**src/rtl/emb_status_pkg.sv**
```systemverilog
package emb_status_pkg;

   // ****************************************
   // register offsets
   // ****************************************
   localparam logic [7:0] event_flags_addr      = 8'h12;
   localparam logic [7:0] program_flags_addr    = 8'h13;
   localparam logic [7:0] classifier_flags_addr = 8'h15;
   localparam logic [7:0] page_control_addr     = 8'h17;
   localparam logic [7:0] batching_addr         = 8'h18;
   localparam logic [7:0] program_enable_addr   = 8'h1a;
   localparam logic [7:0] long_low_addr         = 8'h1c;
   localparam logic [7:0] long_high_addr        = 8'h1d;
   localparam logic [7:0] ack_mask_addr         = 8'h1f;
   localparam logic [7:0] event_mirror_addr     = 8'h34;
   localparam logic [7:0] program_mirror_addr   = 8'h35;
   localparam logic [7:0] classifier_mirror_addr = 8'h36;

   // ****************************************
   // field layout and reset values
   // ****************************************
   localparam int         latch_mode_bit   = 7;
   localparam int         page_write_bit   = 6;
   localparam int         page_read_bit    = 5;
   localparam logic [7:0] page_control_mask = 8'he0;
   localparam logic [7:0] batching_mask    = 8'h0f;
   localparam logic [7:0] event_mask       = 8'hb8;
   localparam logic [7:0] classifier_mask  = 8'h0f;
   localparam logic [7:0] byte_reset       = 8'h00;
   localparam logic [14:0] long_reset      = 15'h0000;

endpackage

```
**src/rtl/embedded_function_status_ctrl.sv**
```systemverilog
`timescale 1ns/1ps
module embedded_function_status_ctrl
(
   // clock and reset
   input  wire logic        sys_clk,
   input  wire logic        reset,
   // register port (one access per strobe)
   input  wire logic [7:0]  reg_addr,
   input  wire logic        reg_write,
   input  wire logic        reg_read,
   input  wire logic [7:0]  reg_wdata,
   output logic      [7:0]  reg_rdata,
   // event indications from the algorithms
   input  wire logic        long_count_timeout_flag,
   input  wire logic        significant_motion_flag,
   input  wire logic        tilt_event_flag,
   input  wire logic        step_event_flag,
   input  wire logic [7:0]  program_event,
   input  wire logic [3:0]  classifier_event,
   // long counter update from the program engine
   input  wire logic        long_count_load,
   input  wire logic [14:0] long_count_value,
   // control outputs
   output logic             latch_request_mode,
   output logic             page_write_enable,
   output logic             page_read_enable,
   output logic [3:0]       batching_enable,
   output logic [7:0]       program_enable,
   output logic [14:0]      long_count
);
   import emb_status_pkg::*;

   // ****************************************
   // state
   // ****************************************
   typedef struct packed {
      logic [7:0]  rdata;
      logic [2:0]  page_control;
      logic [3:0]  batching;
      logic [7:0]  program_on;
      logic [14:0] count;
      logic [7:0]  ack_mask;
   } state_t;

   state_t state;
   state_t next_state;

   logic [7:0] event_vec;
   logic [7:0] event_flags;
   logic [7:0] program_flags;
   logic [7:0] classifier_flags;
   logic       read_event;
   logic       read_program;
   logic       read_classifier;

   function automatic logic hit(input logic [7:0] a,
                                input logic [7:0] b,
                                input logic [7:0] m);
      hit = (a == b) || (a == m);
   endfunction

   assign event_vec = {long_count_timeout_flag, 1'b0,
                       significant_motion_flag, tilt_event_flag,
                       step_event_flag, 3'b000};

   assign read_event      = reg_read &
                            hit(reg_addr, event_flags_addr,
                                event_mirror_addr);
   assign read_program    = reg_read &
                            hit(reg_addr, program_flags_addr,
                                program_mirror_addr);
   assign read_classifier = reg_read &
                            hit(reg_addr, classifier_flags_addr,
                                classifier_mirror_addr);

   // ****************************************
   // status groups
   // ****************************************
   status_flag_group event_group (
      .sys_clk     (sys_clk),
      .reset       (reset),
      .latch_mode  (state.page_control[2]),
      .keep_mask   (state.ack_mask),
      .valid_bits  (event_mask),
      .read_strobe (read_event),
      .event_in    (event_vec),
      .flags       (event_flags)
   );

   status_flag_group program_group (
      .sys_clk     (sys_clk),
      .reset       (reset),
      .latch_mode  (state.page_control[2]),
      .keep_mask   (state.ack_mask),
      .valid_bits  (8'hff),
      .read_strobe (read_program),
      .event_in    (program_event),
      .flags       (program_flags)
   );

   status_flag_group classifier_group (
      .sys_clk     (sys_clk),
      .reset       (reset),
      .latch_mode  (state.page_control[2]),
      .keep_mask   (state.ack_mask),
      .valid_bits  (classifier_mask),
      .read_strobe (read_classifier),
      .event_in    ({4'h0, classifier_event}),
      .flags       (classifier_flags)
   );

   // ****************************************
   // register access
   // ****************************************
   always_comb begin
      next_state = state;
      if (long_count_load) begin
         next_state.count = long_count_value;
      end
      if (reg_write) begin
         case (reg_addr)
            page_control_addr:
               next_state.page_control = reg_wdata[7:5];
            batching_addr:
               next_state.batching = reg_wdata[3:0];
            program_enable_addr:
               next_state.program_on = reg_wdata;
            long_low_addr:
               next_state.count[7:0] = reg_wdata;
            long_high_addr:
               next_state.count[14:8] = reg_wdata[6:0];
            ack_mask_addr:
               next_state.ack_mask = reg_wdata;
            default: ;
         endcase
      end
      if (reg_read) begin
         case (reg_addr)
            event_flags_addr, event_mirror_addr:
               next_state.rdata = event_flags;
            program_flags_addr, program_mirror_addr:
               next_state.rdata = program_flags;
            classifier_flags_addr, classifier_mirror_addr:
               next_state.rdata = classifier_flags;
            page_control_addr:
               next_state.rdata = {state.page_control, 5'h00};
            batching_addr:
               next_state.rdata = {4'h0, state.batching};
            program_enable_addr:
               next_state.rdata = state.program_on;
            long_low_addr:
               next_state.rdata = state.count[7:0];
            long_high_addr:
               next_state.rdata = {1'b0, state.count[14:8]};
            ack_mask_addr:
               next_state.rdata = state.ack_mask;
            default:
               next_state.rdata = byte_reset;
         endcase
      end
   end

   always_ff @(posedge sys_clk or posedge reset) begin
      if (reset) begin
         state.rdata        <= byte_reset;
         state.page_control <= 3'b000;
         state.batching     <= 4'h0;
         state.program_on   <= byte_reset;
         state.count        <= long_reset;
         state.ack_mask     <= byte_reset;
      end else begin
         state <= next_state;
      end
   end

   // ****************************************
   // outputs
   // ****************************************
   assign reg_rdata          = state.rdata;
   assign latch_request_mode = state.page_control[2];
   assign page_write_enable  = state.page_control[1];
   assign page_read_enable   = state.page_control[0];
   assign batching_enable    = state.batching;
   assign program_enable     = state.program_on;
   assign long_count         = state.count;
endmodule

```
**src/rtl/status_flag_group.sv**
```systemverilog
`timescale 1ns/1ps
// one status byte: live or latched flags with masked clear on read
module status_flag_group
(
   // clock and reset
   input  wire logic       sys_clk,
   input  wire logic       reset,
   // control
   input  wire logic       latch_mode,
   input  wire logic [7:0] keep_mask,
   input  wire logic [7:0] valid_bits,
   input  wire logic       read_strobe,
   // events
   input  wire logic [7:0] event_in,
   // state
   output logic      [7:0] flags
);
   import emb_status_pkg::*;

   typedef struct packed {
      logic [7:0] flags;
   } state_t;

   state_t state;
   state_t next_state;

   always_comb begin
      next_state = state;
      if (!latch_mode) begin
         next_state.flags = event_in & valid_bits;
      end else begin
         if (read_strobe) begin
            next_state.flags = state.flags & keep_mask;
         end
         // set wins over clear
         next_state.flags = next_state.flags | (event_in & valid_bits);
      end
   end

   always_ff @(posedge sys_clk or posedge reset) begin
      if (reset) begin
         state.flags <= byte_reset;
      end else begin
         state <= next_state;
      end
   end

   assign flags = state.flags;
endmodule

```
**config.mk**
```make
export PLATFORM = sky130hd
export DESIGN_NAME = embedded_function_status_ctrl
export DESIGN_NICKNAME = d
export VERILOG_FILES = /design/src/rtl/emb_status_pkg.sv /design/src/rtl/embedded_function_status_ctrl.sv /design/src/rtl/status_flag_group.sv
export SDC_FILE = /design/constraint.sdc
export NUM_CORES = 1
export LEC_CHECK = 0
export BUFFER_PORTS_ARGS = -buffer_cell sky130_fd_sc_hd__buf_2
export CAP_MARGIN = 20
export CORE_MARGIN = 4
export CORE_UTILIZATION = 57
export CTS_CLUSTER_DIAMETER = 60
export DETAILED_ROUTE_END_ITERATION = 12
export PLACE_DENSITY_LB_ADDON = 0.12
export SKIP_CTS_REPAIR_TIMING = 1
export SYNTH_ARGS = -nofsm -noshare
export SYNTH_HDL_FRONTEND = slang
export SYNTH_SLANG_ARGS = --single-unit
```
**constraint.sdc**
```tcl
create_clock -name sys_clk -period 3.2 [get_ports sys_clk]
set_input_delay 0.16 -clock sys_clk [delete_from_list [all_inputs] [get_ports sys_clk]]
set_output_delay 0.16 -clock sys_clk [all_outputs]
set_load 0.02 [all_outputs]
```
; After elaboration in Yosys (flattened, before gate mapping)
; Index checks and enable logic that the tools add are counted.
[classes]
addsub = 0
mul = 0
div_mod_pow = 0
order_cmp = 0
n_eq_ne = 12
shifts = 0
n_mux = 15
bitwise_logic = 9
n_reduce_logical = 10
[ops]
columns = operator, n
row1 = 8-bit two-way mux, 11
row2 = 8-bit by 5-bit equality test with 1-bit output (second input constant), 9
row3 = 8-bit one-hot mux with 9 select lines, 1
row4 = 8-bit AND, 3
row5 = 8-bit by 6-bit equality test with 1-bit output (second input constant), 3
row6 = 23-bit two-way mux, 1
row7 = 8-bit OR, 2
row8 = 15-bit two-way mux, 1
row9 = 8-bit by 4-bit OR with 8-bit output, 1
row10 = 2-bit AND reduction, 4
row11 = 7-bit two-way mux, 1
row12 = 2-bit OR reduction, 3
row13 = 1-bit AND, 3
row14 = 1-bit logical OR, 3
[totals]
ff_bits = 70
latch_bits = 0
ram_bits = 0
rom_bits = 0
inputBits = 52
n_memories = 0

; Depth between registers and ports, before layout
[logic_depth]
depth_word = 7
depth_mapped = 7
ltp_nobuf = 5

; Cells and area by module
; A second synthesis with hierarchy kept.
[unflattened]
hier_cells = 357
area_unflattened_um2 = 3882.5
[modules_own_cells]
columns = module, n_inst, cells_per_inst, area_per_inst_um2, seq_area_each_um2
row1 = embedded_function_status_ctrl, 1, 279, 2865.2, 1151.1
row2 = status_flag_group, 3, 26, 339.1, 200.2

; Least setup slack after synthesis
; No wires, ideal clock.
[synth_path]
path_type = input port to flip-flop
from = input reg_addr[7]
to = register state[0] (netlist name)
setup_time_ps = 125
t_arrival_ps = 1599
required_ps = 3075
setup_slack_ps = 1476
path_stages = 5
n_path_buf = 1
path_cell_list = or4b_4 -> nor3_4 -> and3_1 -> buf_4 -> mux2_2
[synth_via]
elab_chain_cells = 2
[synth_rtl]
columns = element, line
row1 = "start, declared", embedded_function_status_ctrl.sv:8  ; input wire logic [7:0] reg_addr,
row2 = 8-bit by 5-bit equality test with 1-bit output, embedded_function_status_ctrl.sv:121  ; case (reg_addr)
row3 = 2-bit AND reduction (no line), --
row4 = "end signal, assigned", embedded_function_status_ctrl.sv:172  ; state <= next_state;
row5 = "end, declared", embedded_function_status_ctrl.sv:45  ; state_t state;
; Every way passes these cells.
; A chain may end at the register's enable or synchronous reset.

==> metrics.md <==
| Metric | Value |
|---|---|
| First-pass GRT wire length | `14570 um` |
| Cell Area, Synth | `around 3500 um^2` |
| Slew headroom | `39.44%` |
| Initial antenna violation count | `0` |
| Sequential element share of the synthesized area | `between 50% and 60%` |
| Die width | `between 80 and 90 um` |
| Pint | `0.001321 W` |
| Pins Over Slew Limit | `0` |
| Crit path cell chain | `buf_2, or3b_2, a211oi_4, nand2_1, o211ai_1, nand2b_1` |
| Clock-pin slew on the worst setup and hold paths | `roughly 0.070 ns` |
| Final setup fails | `0` |
| TritonCTS buffer count | `9` |
| Pin count of the biggest net entering global routing | `48` |
| CTS Root Cell | `clkbuf_8` |
| Sequential share of power | `53.2%` |
| Slew at the pin closest to its max-slew limit | `just over 0.9 ns` |
| Startpoint types | `input pin` |
| Yosys top cell area share | `50.25%` |
| H-tree depth | `3` |
| FF-to-FF Start | `program_enable[2]` |
| Post-synth top cells | `dfrtp_1, a21oi_1, nor2_1, mux2_2, mux2i_1` |
| Fin crit share | `62.09%` |
| Endpoints failing hold | `0` |
| Ports | `90` |
| Num rows | `28` |
| Starting DRT DRC Count | `249` |
| DR WL/cell | `18.89 um` |
| Crit path arrival time | `2.22 ns` |
| Worst reg2reg endpoint | `reg_rdata[2]` |
| Power per cell area | `between 400 and 500 nW/um^2` |
| # DRC | `0` |
| Share of layout cells above drive strength 1 | `34.96%` |
| Clk sink count | `70` |
| Combinational Power Share | `13.6%` |
| Syn Inst Count | `318` |
| Starting Density | `between 50% and 60%` |
| Syn_nets | `370` |
| Outcome | `complete, no violations` |
| Clk_skew | `~0.0034 ns` |
| Critical path capture point type | `flip-flop` |
| Sw frac | `27.70%` |
| Vias in the first global route | `between 2000 and 3000` |
| Post-route setup TNS | `0 ns` |
| Antenna Nets Post-Route | `0` |
| Clock power share | `33.2%` |
| Final #Nets | `458` |
| Reg2reg path depth | `5` |
| Crit-path max cell delay | `about 0.52 ns` |
| Reg2Reg Setup Slack | `between 1.5 and 2 ns` |
| Max VDD drop | `0.3202 mV` |
| Area Overhead vs Synth | `18.49%` |
| Synth async-reset ratio | `100.0%` |
| Port Buffer Count | `89` |
| Avg Inst Size Synth | `10.96 um^2` |
| Vias | `3014` |
| Die Height | `between 80 and 90 um` |
| Pre-antenna DRT Iters | `5` |
| Most common cell in the netlist | `dfrtp_1` |
| Predominant post-synthesis flop cell | `dfrtp_1` |
| Levels on crit path | `6` |
| Core ar. | `5921 um^2` |
| Crit path to | `classifier_group.flags[2]` |
| Die area | `roughly 7400 um^2` |
| Via density | `6.227` |
| Crit-path max FO | `23` |
| EDFF count, synth | `0` |
| Antenna diode instance count | `0` |
| CTS tree | `yes` |
| Switch Pwr | `0.0005060 W` |
| GPL Wtd Cong | `about 0.93` |
| CP Launch Point | `reg_addr[0]` |
| RSZ-0062 raised after global routing | `no` |
| Tot Pwr | `0.001827 W` |
| All-Layer GR Usage | `25.76%` |
| Dpl hpwl | `6680 um` |
| Clock Latency Late Sink | `0.35 ns` |
| Distinct cells, synth | `47` |
| CP Class | `input pin to flip-flop` |
| Synth area leader | `dfrtp_1` |
| #FFs+latches synth | `70` |
| Yosys warnings | `0` |
| Critical path data required time | `3.43 ns` |
| Family with the most delay on the worst path | `simple AND/OR/NAND/NOR gates` |
| Max cap viols | `0` |
| Top cells by area, synth | `dfrtp_1, mux2_2, mux2i_1` |
| CP bufs+invs | `1` |
| Leak | `roughly 2.1 nW` |
| HP Class | `input pin to flip-flop` |
| Gr ovfl total | `0` |
| Fin crit period | `1.987 ns` |
| CTS max path bufs | `2` |
| Slowest stage cell, crit path | `or3b_2` |
| Final wirelength | `9145 um` |
| Peak Freq | `503.3 MHz` |
==> power by group through the flow <==
stage	Sequential [W]	Combinational, W	Clock [W]
2_1_floorplan	0.00101	0.000120	0
3_3_place_gp	0.000987	0.000245	0
3_5_place_dp	0.000987	0.000250	0
4_1_cts	0.000971	0.000250	0.000611
5_1_grt	0.000977	0.000274	0.000651
6_report	0.000971	0.000249	0.000606
==> cell type report <==
| cell class | instances | area, um^2 |
|---|---|---|
| clock buffers | 12 | 145.1 |
| clock inverters | 2 | 10.01 |
| fillers | 471 | 1790 |
| inverters | 9 | 33.78 |
| multi-input cells | 225 | 1633 |
| flip-flops and latches | 70 | 1752 |
| well taps | 75 | 93.84 |
| repair buffers | 91 | 462.9 |
==> through the flow <==
step / hold slack [ns] / utilization, % / worst slack [ns] / std cells / cell area, um^2
after floorplan: 0.2684 / - / 1.272 / 318 / 3486
after global placement: 0.2262 / 66.97 / 1.021 / 469 / 3965
after detailed placement: 0.2363 / 66.97 / 0.9561 / 469 / 3965
after CTS: -0.1417 / 69.59 / 1.221 / 483 / 4120
after global routing: 0.01219 / 69.76 / 1.108 / 484 / 4130
final: 0.009375 / 69.76 / 1.213 / 484 / 4130
==> worst min-delay path by stage <==
stage                             start  cells after the start  slack, ns                         to
global route        classifier_event[0]                      2       0.01  classifier_group.flags[0]
floorplan           classifier_event[0]                      1       0.27  classifier_group.flags[0]
finish              classifier_event[0]                      2      0.009  classifier_group.flags[0]
CTS                               reset                      2      -0.14          program_enable[3]
detailed placement                reset                      2       0.24          program_enable[3]
global placement                  reset                      2       0.23          program_enable[3]
==> worst register-to-register path, cell delays in order, from the launching register on <==
cell	delay (ns)
dfrtp_1	0.40
mux2_2	0.27
a32oi_1	0.15
o22ai_1	0.12
a221oi_1	0.28
o22ai_1	0.11
==> kinds of logic (layout without fill, tap and decap cells) <==
logic type      count (synthesis)  after routing  synth area share (%)
compound gates                 86             86                 17.34
buf+inv                        23            114                 2.907
flops                          70             70                 50.25
mux                            51             51                 15.65
simple gates                   88             88                 13.86
==> layer usage <==
metal | up-vias | track usage (%) | part of all wire (%)
met2 | 151 | 40.08 | 47
li1 | 1368 | - | -
met5 | - | 0 | 0
met1 | 1468 | 34.78 | 41
met4 | 0 | 10.91 | 2.8
met3 | 27 | 6.179 | 8.4
==> state kept, by name, summed over array words and instances, names as in the netlist, 4 cells and up <==
| signal | count |
|---|---|
| reg_rdata | 8 |
| program_enable | 8 |
| program_group.flags | 8 |
| classifier_group.flags | 8 |
| long_count | 15 |
| batching_enable | 4 |
| state | 8 |
| event_group.flags | 8 |
==> cells in the final DEF (no fill, tap or decap), types with 2 or more instances in the layout <==
cell and instances:
a211oi_1 2, a21oi_1 31, a221oi_1 4, a22o_1 2, a22oi_1 8, a2bb2oi_1 2
a31oi_1 2, a32oi_1 4, buf_2 89, clkbuf_1 2, clkbuf_8 10, clkinv_2 2
dfrtp_1 70, inv_1 8, mux2_2 28, mux2i_1 23, nand2_1 5, nand2b_1 9
nand3_1 10, nand3b_1 2, nor2_1 30, nor2b_1 3, nor3_1 14, o211a_1 8
o211ai_1 4, o21ai_0 4, o22ai_1 8, or3_1 2, or3b_2 3
(Power assumes the default switching activity.)
